## src/verilog/lcfs_pkg.sv

```systemverilog
// shared constants and types for the led channel fault supervisor
package lcfs_pkg;
  localparam int NCH     = 8;
  localparam int PCLK_NS = 50;
  // startup pin check settle, loop-exclusion wait, open/short classify settle
  localparam int STARTUP_NS = 10000;
  localparam int EXCL_NS    = 2000;
  localparam int CLASS_NS   = 1000;
  localparam logic [7:0] STARTUP_CYC = 8'((STARTUP_NS + PCLK_NS - 1) / PCLK_NS);
  localparam logic [7:0] EXCL_CYC    = 8'((EXCL_NS + PCLK_NS - 1) / PCLK_NS);
  localparam logic [7:0] CLASS_CYC   = 8'((CLASS_NS + PCLK_NS - 1) / PCLK_NS);

  localparam int AW = 12;
  localparam logic [AW-1:0] CTRL_OFF     = 12'h000;
  localparam logic [AW-1:0] THR_OFF      = 12'h004;
  localparam logic [AW-1:0] STAT_OFF     = 12'h008;
  localparam logic [AW-1:0] IRQ_STAT_OFF = 12'h00c;
  localparam logic [AW-1:0] IRQ_MASK_OFF = 12'h010;

  localparam int CTRL_AUTO_BIT = 0;
  localparam int CTRL_CHEN_LSB = 8;
  localparam logic [31:0] CTRL_RST = 32'h0000ff01;
  localparam logic [31:0] THR_RST  = 32'h88888888;
  localparam int STAT_FAULT_BIT = 2;
  localparam int STAT_OPEN_LSB  = 8;
  localparam int STAT_SS_LSB    = 16;

  localparam int IRQ_W       = 4;
  localparam int IRQ_STARTUP = 0;
  localparam int IRQ_RUNGND  = 1;
  localparam int IRQ_OPEN    = 2;
  localparam int IRQ_SS      = 3;
  localparam logic [IRQ_W-1:0] IRQ_MASK_RST = 4'h0;

  typedef enum logic [1:0] {DEV_OFF, DEV_CHECK, DEV_RUN, DEV_LATCH} lcfs_dev_e;
  typedef enum logic [2:0] {CH_IDLE, CH_ON, CH_EXCL, CH_CLASS, CH_OPEN, CH_GND,
                            CH_SSOFF} lcfs_ch_e;

  // comparator results and enable pin, all asynchronous to pclk
  typedef struct packed {
    logic           en;
    logic           ovp;
    logic [NCH-1:0] over_thr;
    logic [NCH-1:0] in_reg;
    logic [NCH-1:0] gnd;
  } lcfs_ana_s;
  localparam int SYNC_W = $bits(lcfs_ana_s);

  // controls toward the current sinks and boost loop
  typedef struct packed {
    logic [NCH-1:0] drive_en;
    logic [NCH-1:0] in_loop;
    logic           chk_bias;
    logic [31:0]    thr_code;
  } lcfs_drv_s;

  typedef struct packed {
    logic [SYNC_W-1:0] m;
    logic [SYNC_W-1:0] q;
  } lcfs_sync_s;

  typedef struct packed {
    lcfs_ch_e   st;
    logic [7:0] cnt;
  } lcfs_ch_s;

  typedef struct packed {
    lcfs_dev_e        st;
    logic [7:0]       cnt;
    logic [31:0]      ctrl;
    logic [31:0]      thr;
    logic [IRQ_W-1:0] irq_st;
    logic [IRQ_W-1:0] irq_mask;
    logic [31:0]      prdata;
    logic             pslverr;
  } lcfs_top_s;
endpackage : lcfs_pkg

```

## src/verilog/lcfs_sync.sv

```systemverilog
// two-flop synchroniser for all comparator and pin inputs
`timescale 1ns/100ps
module lcfs_sync
  import lcfs_pkg::*;
(
  // clock and reset
  input  wire logic              pclk,
  input  wire logic              presetn,
  input  wire logic              ce,
  // asynchronous in, synchronous out
  input  wire logic [SYNC_W-1:0] d,
  output logic      [SYNC_W-1:0] q
);
  lcfs_sync_s r, n;

  always_comb begin
    n   = r;
    n.m = d;
    n.q = r.m;
  end

  always_ff @(posedge pclk or negedge presetn) begin
    if (!presetn) r <= '0;
    else if (ce) r <= n;
  end

  assign q = r.q;
endmodule : lcfs_sync

```

## src/verilog/lcfs_chan.sv

```systemverilog
// per-channel fault sequencer: operating pin fault and string short
`timescale 1ns/100ps
module lcfs_chan
  import lcfs_pkg::*;
(
  // clock and reset
  input  wire logic pclk,
  input  wire logic presetn,
  input  wire logic ce,
  // control
  input  wire logic run,
  input  wire logic pwm_start,
  input  wire logic auto_rst,
  // synchronised comparators
  input  wire logic ovp,
  input  wire logic in_reg,
  input  wire logic gnd,
  input  wire logic over_thr,
  // outputs
  output logic      drive_en,
  output logic      in_loop,
  output logic      is_open,
  output logic      is_gnd,
  output logic      is_ss,
  output logic      ev_open,
  output logic      ev_gnd,
  output logic      ev_ss
);
  lcfs_ch_s r, n;

  always_comb begin
    n = r;
    if (!run) n.st = CH_IDLE;
    else case (r.st)
      CH_IDLE: n.st = CH_ON;
      CH_ON: begin
        if (over_thr) n.st = CH_SSOFF;
        else if (!in_reg && ovp) begin
          n.st  = CH_EXCL;
          n.cnt = EXCL_CYC - 8'h01;
        end
      end
      CH_EXCL: begin
        // out of the loop but still sinking, so the raised output can bleed down
        if (r.cnt == 8'h00) begin
          n.st  = CH_CLASS;
          n.cnt = CLASS_CYC - 8'h01;
        end else n.cnt = r.cnt - 8'h01;
      end
      CH_CLASS: begin
        if (r.cnt == 8'h00) n.st = gnd ? CH_GND : CH_OPEN;
        else n.cnt = r.cnt - 8'h01;
      end
      CH_SSOFF: if (pwm_start && auto_rst && !over_thr) n.st = CH_ON;
      CH_OPEN, CH_GND: n.st = r.st;
      default: n.st = CH_IDLE;
    endcase
  end

  always_ff @(posedge pclk or negedge presetn) begin
    if (!presetn) r <= '{st: CH_IDLE, cnt: 8'h00};
    else if (ce) r <= n;
  end

  assign drive_en = (r.st == CH_ON) || (r.st == CH_EXCL);
  assign in_loop  = (r.st == CH_ON);
  assign is_open  = (r.st == CH_OPEN);
  assign is_gnd   = (r.st == CH_GND);
  assign is_ss    = (r.st == CH_SSOFF);
  assign ev_open  = ce && (r.st == CH_CLASS) && (n.st == CH_OPEN);
  assign ev_gnd   = ce && (r.st == CH_CLASS) && (n.st == CH_GND);
  assign ev_ss    = ce && (r.st == CH_ON) && (n.st == CH_SSOFF);
endmodule : lcfs_chan

```

## src/verilog/lcfs_top.sv

```systemverilog
// led channel fault supervisor with apb registers and interrupt
//
// Implementation choices: the APB register port and the register offsets.
`timescale 1ns/100ps
module lcfs_top
  import lcfs_pkg::*;
(
  // clock, reset, enable
  input  wire logic          pclk,
  input  wire logic          presetn,
  input  wire logic          ce,
  // apb slave
  input  wire logic          psel,
  input  wire logic          penable,
  input  wire logic          pwrite,
  input  wire logic [AW-1:0] paddr,
  input  wire logic [31:0]   pwdata,
  output logic      [31:0]   prdata,
  output logic               pready,
  output logic               pslverr,
  // analog side
  input  wire lcfs_ana_s     ana,
  input  wire logic          pwm_start,
  output lcfs_drv_s          drv,
  // status
  output logic               fault_flag,
  output logic               shutdown,
  output logic               irq
);
  lcfs_top_s r, n;
  lcfs_ana_s s;
  logic [SYNC_W-1:0] s_vec;
  logic [NCH-1:0] run_v, c_drv, c_loop, c_open, c_gnd, c_ss, e_open, e_gnd, e_ss;
  logic [IRQ_W-1:0] ev;
  logic setup, access, mapped;

  function automatic logic is_mapped(input logic [AW-1:0] a);
    return (a == CTRL_OFF) || (a == THR_OFF) || (a == STAT_OFF) ||
           (a == IRQ_STAT_OFF) || (a == IRQ_MASK_OFF);
  endfunction : is_mapped

  lcfs_sync u_sync (
    .pclk    (pclk),
    .presetn (presetn),
    .ce      (ce),
    .d       (ana),
    .q       (s_vec)
  );
  assign s = lcfs_ana_s'(s_vec);

  for (genvar i = 0; i < NCH; i++) begin : g_ch
    assign run_v[i] = (r.st == DEV_RUN) && r.ctrl[CTRL_CHEN_LSB + i];
    lcfs_chan u_ch (
      .pclk      (pclk),
      .presetn   (presetn),
      .ce        (ce),
      .run       (run_v[i]),
      .pwm_start (pwm_start),
      .auto_rst  (r.ctrl[CTRL_AUTO_BIT]),
      .ovp       (s.ovp),
      .in_reg    (s.in_reg[i]),
      .gnd       (s.gnd[i]),
      .over_thr  (s.over_thr[i]),
      .drive_en  (c_drv[i]),
      .in_loop   (c_loop[i]),
      .is_open   (c_open[i]),
      .is_gnd    (c_gnd[i]),
      .is_ss     (c_ss[i]),
      .ev_open   (e_open[i]),
      .ev_gnd    (e_gnd[i]),
      .ev_ss     (e_ss[i])
    );
  end

  assign setup  = psel && !penable;
  assign access = psel && penable && ce;
  assign mapped = is_mapped(paddr);

  always_comb begin
    n  = r;
    ev = '0;
    // device sequencing
    case (r.st)
      DEV_OFF: begin
        if (s.en) begin
          n.st  = DEV_CHECK;
          n.cnt = STARTUP_CYC - 8'h01;
        end
      end
      DEV_CHECK: begin
        if (!s.en) n.st = DEV_OFF;
        else if (r.cnt != 8'h00) n.cnt = r.cnt - 8'h01;
        else if (|(s.gnd & r.ctrl[CTRL_CHEN_LSB +: NCH])) begin
          n.st = DEV_LATCH;
          ev[IRQ_STARTUP] = 1'b1;
        end else n.st = DEV_RUN;
      end
      DEV_RUN: begin
        if (!s.en) n.st = DEV_OFF;
        else if (|c_gnd) begin
          n.st = DEV_LATCH;
          ev[IRQ_RUNGND] = 1'b1;
        end
      end
      DEV_LATCH: if (!s.en) n.st = DEV_OFF;
      default: n.st = DEV_OFF;
    endcase
    ev[IRQ_OPEN] = |e_open;
    ev[IRQ_SS]   = |e_ss;

    // register read, captured in the setup cycle so prdata is a flop
    if (setup) begin
      n.pslverr = !mapped;
      n.prdata  = 32'h0;
      case (paddr)
        CTRL_OFF:     n.prdata = r.ctrl;
        THR_OFF:      n.prdata = r.thr;
        STAT_OFF: begin
          n.prdata[1:0]                       = r.st;
          n.prdata[STAT_FAULT_BIT]            = fault_flag;
          n.prdata[STAT_OPEN_LSB +: NCH]      = c_open;
          n.prdata[STAT_SS_LSB +: NCH]        = c_ss;
        end
        IRQ_STAT_OFF: n.prdata[IRQ_W-1:0]     = r.irq_st;
        IRQ_MASK_OFF: n.prdata[IRQ_W-1:0]     = r.irq_mask;
        default:      n.prdata = 32'h0;
      endcase
    end

    // register write; unmapped and status writes are dropped
    if (access && pwrite) begin
      case (paddr)
        CTRL_OFF:     n.ctrl     = pwdata;
        THR_OFF:      n.thr      = pwdata;
        IRQ_STAT_OFF: n.irq_st   = r.irq_st & ~pwdata[IRQ_W-1:0];
        IRQ_MASK_OFF: n.irq_mask = pwdata[IRQ_W-1:0];
        default:      n.ctrl     = n.ctrl;
      endcase
    end
    // a new event beats a same-cycle clear
    n.irq_st = n.irq_st | ev;
  end

  always_ff @(posedge pclk or negedge presetn) begin
    if (!presetn) begin
      r <= '{st: DEV_OFF, cnt: 8'h00, ctrl: CTRL_RST, thr: THR_RST, irq_st: '0,
             irq_mask: IRQ_MASK_RST, prdata: 32'h0, pslverr: 1'b0};
    end else if (ce) begin
      r <= n;
    end
  end

  // bus answers
  assign pready  = access;
  assign prdata  = r.prdata;
  assign pslverr = r.pslverr && access;

  // analog controls
  assign drv.drive_en = c_drv;
  assign drv.in_loop  = c_loop;
  assign drv.chk_bias = (r.st == DEV_CHECK);
  assign drv.thr_code = r.thr;

  assign shutdown   = (r.st == DEV_LATCH);
  assign fault_flag = shutdown || (|c_open) || (|c_ss);
  assign irq        = |(r.irq_st & r.irq_mask);
endmodule : lcfs_top

```

## config.mk

```make
export PLATFORM = sky130hd
export DESIGN_NAME = lcfs_top
export DESIGN_NICKNAME = d
export VERILOG_FILES = /design/src/verilog/lcfs_pkg.sv /design/src/verilog/lcfs_sync.sv /design/src/verilog/lcfs_chan.sv /design/src/verilog/lcfs_top.sv
export SDC_FILE = /design/constraint.sdc
export NUM_CORES = 1
export LEC_CHECK = 0
export BUFFER_PORTS_ARGS = -buffer_cell sky130_fd_sc_hd__buf_2
export CORE_MARGIN = 4
export CORE_UTILIZATION = 40
export CTS_CLUSTER_DIAMETER = 80
export DETAILED_ROUTE_END_ITERATION = 10
export MAX_ROUTING_LAYER = met4
export SLEW_MARGIN = 30
export SYNTH_ARGS = -nofsm -noshare
export SYNTH_HDL_FRONTEND = slang
export SYNTH_SLANG_ARGS = --single-unit
```

## constraint.sdc

```tcl
create_clock -name pclk -period 3.1 [get_ports pclk]
set_input_delay 0.155 -clock pclk [delete_from_list [all_inputs] [get_ports pclk]]
set_output_delay 0.155 -clock pclk [all_outputs]
set_load 0.01 [all_outputs]
```

Word-level counts from Yosys, hierarchy flattened
Cells that the tools add are included.
{"block": "word_totals", "regBits": 255, "rom_bits": 0, "inputBits": 77, "latchBits": 0, "mem_count": 0, "wordCells": 414, "ram_bits": 0}
{"block": "op_classes", "shifts": 0, "n_reduce_logical": 151, "n_addsub": 9, "mux": 122, "eq_ne": 101, "bitwise": 5, "order_cmp": 0, "mul": 0, "n_div": 0}
{"cell": "$mux W8", "count": 27}
{"cell": "$pmux W8 S3", "count": 8}
{"cell": "$pmux W3 S6", "count": 8}
{"cell": "$eq A3 B3 Y1 const B", "count": 40}
{"cell": "$mux W3", "count": 40}
{"cell": "$mux W11", "count": 8}
{"cell": "$sub A8 B1 Y8 const B", "count": 9}
{"cell": "$logic_not A8 Y1", "count": 8}
{"cell": "$logic_and A1 B1 Y1", "count": 62}
{"cell": "$ne A2 B2 Y1 const B", "count": 25}
{"cell": "$eq A3 B2 Y1 const B", "count": 16}
{"cell": "$pmux W16 S3", "count": 1}
{"cell": "$reduce_and A6 Y1", "count": 8}
{"cell": "$reduce_or A8 Y1", "count": 6}
{"cell": "$pmux W8 S2", "count": 2}
{"cell": "$eq A12 B4 Y1 const B", "count": 2}
{"cell": "$eq A3 B1 Y1 const B", "count": 8}
{"cell": "$logic_not A3 Y1", "count": 8}
{"cell": "$reduce_bool A3 Y1", "count": 8}
{"cell": "$logic_not A1 Y1", "count": 18}
{"cell": "$mux W1", "count": 16}
{"cell": "$reduce_or A2 Y1", "count": 8}
{"cell": "$pmux W3 S5", "count": 1}
{"cell": "$logic_or A1 B1 Y1", "count": 14}
{"cell": "24 further kinds", "count": 37}

Logic depth before layout (Yosys ltp)
{"block": "depth", "ltp_word": 10, "ltp_mapped": 8, "mapped_depth_nobuf": 7}

Modules after synthesis
A second synthesis with hierarchy kept.
{"block": "hier_totals", "cells_unflattened": 1464, "hier_area_um2": 15386.0}
{"module": "lcfs_chan", "cells_per_inst": 102, "seq_area_each_um2": 275.3, "n_inst": 8, "area_per_inst_um2": 878.3}
{"module": "lcfs_top", "cells_per_inst": 538, "seq_area_each_um2": 2899.0, "n_inst": 1, "area_per_inst_um2": 6173.4}
{"module": "lcfs_sync", "cells_per_inst": 110, "seq_area_each_um2": 1301.2, "n_inst": 1, "area_per_inst_um2": 2185.8}

Least setup slack after synthesis
Ideal clock, no wire load.
{"block": "synth_path", "path_kind": "reg-to-reg", "from": "register g_ch[3].u_ch.r[4] (netlist bit)", "to": "register g_ch[3].u_ch.r[4] (netlist bit)", "n_path_buf": 0, "required_time_ns": 2.980, "setup_time_ns": 0.120, "stages_incl_launch_ff": 6, "period_less_slack_ns": 2.215, "path_slack_ns": 0.885, "arrival_ns": 2.096, "path_cell_list": "dfrtp_1 -> or4_4 -> or4_2 -> a22oi_4 -> nor2_1 -> o22a_2"}
{"block": "synth_via", "elab_chain_cells": 3}
{"item": "start: declaration", "line_no": "lcfs_chan.sv:29", "rtl": "lcfs_ch_s r, n;"}
{"item": "start signal: assignment", "line_no": "lcfs_chan.sv:61", "rtl": "if (!presetn) r <= '{st: CH_IDLE, cnt: 8'h00};"}
{"item": "start signal: assignment", "line_no": "lcfs_chan.sv:62", "rtl": "else if (ce) r <= n;"}
{"item": "$sub A8 B1 Y8 or $logic_not A8 Y1 (tied branches)"}
{"item": "$mux W8 (tied with other cells)", "line_no": "lcfs_chan.sv:51", "rtl": "if (r.cnt == 8'h00) n.st = gnd ? CH_GND : CH_OPEN;"}
{"item": "$pmux W8 S3 or $reduce_and A6 Y1 (tied branches)"}
Several ways; a longest one is shown, not always the timed one. The select of a mux whose other input is x is not followed.
A chain may end at the register's enable or synchronous reset.

Final worst setup path
{"block": "layout_path", "from": "register g_ch[0].u_ch.r[8] (netlist bit)", "to": "output fault_flag"}
{"block": "layout_via", "elab_chain_cells": 4}
{"item": "start: declaration", "line_no": "lcfs_chan.sv:29"}
{"item": "start signal: assignment", "line_no": "lcfs_chan.sv:61"}
{"item": "start signal: assignment", "line_no": "lcfs_chan.sv:62"}
{"item": "$eq A3 B3 Y1", "line_no": "lcfs_chan.sv:67", "rtl": "assign is_open = (r.st == CH_OPEN);"}
{"item": "$reduce_or A8 Y1", "line_no": "lcfs_top.sv:165", "rtl": "assign fault_flag = shutdown || (|c_open) || (|c_ss);"}
{"item": "$logic_or A1 B1 Y1", "line_no": "lcfs_top.sv:165"}
{"item": "$logic_or A1 B1 Y1 (*)", "line_no": "lcfs_top.sv:165"}
{"item": "end: declaration", "line_no": "lcfs_top.sv:26", "rtl": "output logic fault_flag,"}
Mark *: on every way between the ends. The rest lies on a longest branch, timed or not.

==> results.md <==
* Outcome: finished clean
* DIE AREA at 38,900 sq um
* Skew-Pair Late Insertion Delay at 580 ps
* Worst vdd ir at 0.596 mV
* PortBufs at 162
* Clock Skew at 35.0 ps
* EDFF count, synth at 0
* Drt total wl at 40,500 um
* PwrDens at 472 nW/um^2
* Grt ovf at 0
* Sequential Area at 6400 sq um
* Yosys top cell area share at 41.5%
* Fillers at 3,278
* Area of the multi-input gates at 6850 sq um
* Final Hold Viols at 0
* Total power at 7.93 mW
* Routed vias at 12.0k
* Critical Path Source Type: flip-flop
* Tmin final at 2580 ps
* Tot GR Track Use at 21.0%
* Average cell area after synthesis at 9.67 sq um
* Reg-to-reg setup timing slack at 600 ps
* GPL Wtd Cong at 0.907
* Top cells by area, synth: dfrtp_1, mux2_2, buf_4
* DPL Wire Length at 29,400 um
* Vias in the first global route at 11.6k
* Clock Tree Buf Depth at 3
* Comb pwr share at 7.8%
* CP required at 2940 ps
* Post-synthesis register bit count at 255
* Worst setup EP type: output port
* Largest net degree at the start of global routing at 84
* ANT nets after route at 0
* Switch share at 24.7%
* Predominant post-synthesis flop cell: dfrtp_1
* CTS sink cnt at 255
* Area leader, netlist: dfrtp_1
* WP data arrival at 2430 ps
* Clock share of power at 46.8%
* Clk slew on worst S/H paths at 60 ps
* Hold Path Depth at 3
* Pre-CTS setup slack at 636 ps
* Pint at 5.97 mW
* Slew margin rel. at 41.6%
* Final setup vio count at 0
* Max cap viols at 0
* Fmax at 0.387 GHz
* Netlist cell types at 86
* DR WL/cell at 19.2 um
* Remaining DRCs at 0
* Period utilization at 83.4%
* Worst-path maximum fanout at 15
* Unrepaired setup endpoints after global routing: no
* PnR worst setup slack at 515 ps
* Initial Util at 40.4%
* Worst reg2reg path depth at 5
* Synthesized area at 14,300 sq um
* Vias per cell at 5.71
* CTS Buf Count at 30
* H-tree Lvls at 1
* NumNets Final at 1,714
* Initial antenna violation count at 0
* Chip height at 197 um
* Setup TNS at 0 ps
* Post-CTS Resized at 0
* Die W at 197 um
* Synth async-reset ratio at 100%
* First-pass GRT wire length at 64,800 um
* Lkg Pwr at 7.51 nW
* YS warnings at 0
* I/O pin cnt at 163
* Crit path kind: reg -> out
* Fin util at 47.4%
* Worst-margin pin slew at 864 ps
* Area grow syn2layout at 17.2%
* Detailed Routing Iterations Pass 1 at 5
* Cell count after synthesis at 1,483
* Core Area at 35,500 sq um
* Row count at 69
* CTS tree: built
* CTS root buf: clkbuf_16
* Switching pwr at 1.96 mW
* Max-slew violations at 0
* Seq/Total Area, Yosys at 44.6%
* Register share of total power at 45.5%
* Hold crit path type: in -> reg
* Layout cells sized above 1 at 25.4%
* DRT iter0 DRCs at 938
* Syn_nets at 1,577
==> final cells by class <==
class / instances / share of cell area, %
diodes: 1 / 0.0149
clock buffers: 38 / 4.88
clock inverters: 18 / 1.41
inverters: 60 / 1.34
multi-input cells: 1018 / 40.7
flip-flops and latches: 255 / 38.1
well taps: 461 / 3.43
repair buffers: 255 / 10.1
==> final timing paths <==
path	endpoint	from
worst max-delay path	fault_flag	g_ch[0].u_ch.r[8]
worst max register to register	g_ch[3].u_ch.r[4]	g_ch[3].u_ch.r[4]
worst min register to register	g_ch[6].u_ch.r[7]	g_ch[6].u_ch.r[7]
worst min-delay path	r[37]	ce
max in group asynchronous	r[83]	presetn
min in group asynchronous	drv[24]	presetn
==> through the flow <==
stage / instances / hold slack, ps / area, sq um
2_1_floorplan: 1483 / -141 / 14300
3_3_place_gp: 1990 / 185 / 15200
3_5_place_dp: 1990 / 184 / 15200
4_1_cts: 2105 / 26.3 / 16800
5_1_grt: 2105 / 60.8 / 16800
6_report: 2106 / 61.6 / 16800
==> placed cells by master, fill, tap and decap left out, types with 28 or more instances in the layout <==
cell	netlist	layout
mux2_2	123	123
nand3_1	28	28
nand2_1	88	88
clkbuf_16	0	30
dfrtp_1	238	238
nand2b_1	30	30
a21oi_1	60	60
dlygate4sd3_1	0	59
buf_2	9	160
nor2_1	150	150
nor3_1	40	39
o21ai_0	103	103
inv_1	59	59
buf_4	80	33
a31oi_1	36	36
==> worst max-delay path: stages (launching register included) <==
cell and delay (ps):
dfrtp_1 630, inv_1 280, a2111oi_0 440, nand3_1 270
buf_2 220
==> power by group through the flow <==
stage	combinational [mW]	sequential, mW	clock [mW]
after floorplan	0.372	3.58	0
after global placement	0.555	3.66	0
after detailed placement	0.562	3.66	0
after CTS	0.621	3.60	3.81
after global routing	0.687	3.62	3.96
final	0.615	3.60	3.71
==> repair_timing <==
item                                   CTS  global route
hold buffers                            59             0
endpoints found under the hold margin  172             0
setup buffers                            0             0
==> per-layer routing <==
layer  track usage (%)  wire length, um  vias up
li1                  -                -     5653
met1              30.1            19000     5902
met2              31.2            17900      397
met3              2.61             2350       70
met4              6.21             1280        0
met5                 -                0        -
==> registers in the layout, summed over array words and instances, names as in the netlist <==
register	count
r	51
g_ch.u_ch.r	88
drv	32
u_sync.q	26
u_sync.n	26
prdata	32
==> synthesized netlist by cell type, drive strengths merged, types with 13 or more instances <==
library cell / n
a211oi: 15
or4: 19
nor4: 16
o21ai: 104
ha: 17
inv: 59
mux2i: 16
a31oi: 36
clkbuf: 53
a21oi: 60
nand2b: 30
a21o: 15
nor3: 40
mux2: 124
nor2: 150
nand3: 28
buf: 97
a221oi: 17
dfrtp: 238
o31ai: 18
dfstp: 17
nand2: 88
a22oi: 13
nor2b: 27
==> cells by family (layout without fill, tap and decap cells) <==
kind of cell    count (synthesis)  after routing  share of synthesized area, %
compound gates                395            395                          18.7
xor+xnor                        8              8                         0.489
fa+ha+maj                      17             17                          1.48
buf+inv                       210            371                          7.72
flops                         255            255                          44.6
mux                           140            140                          10.9
other cells                     0              1                             0
simple gates                  458            458                          16.1
No activity file was read; power rests on OpenSTA's default activity.
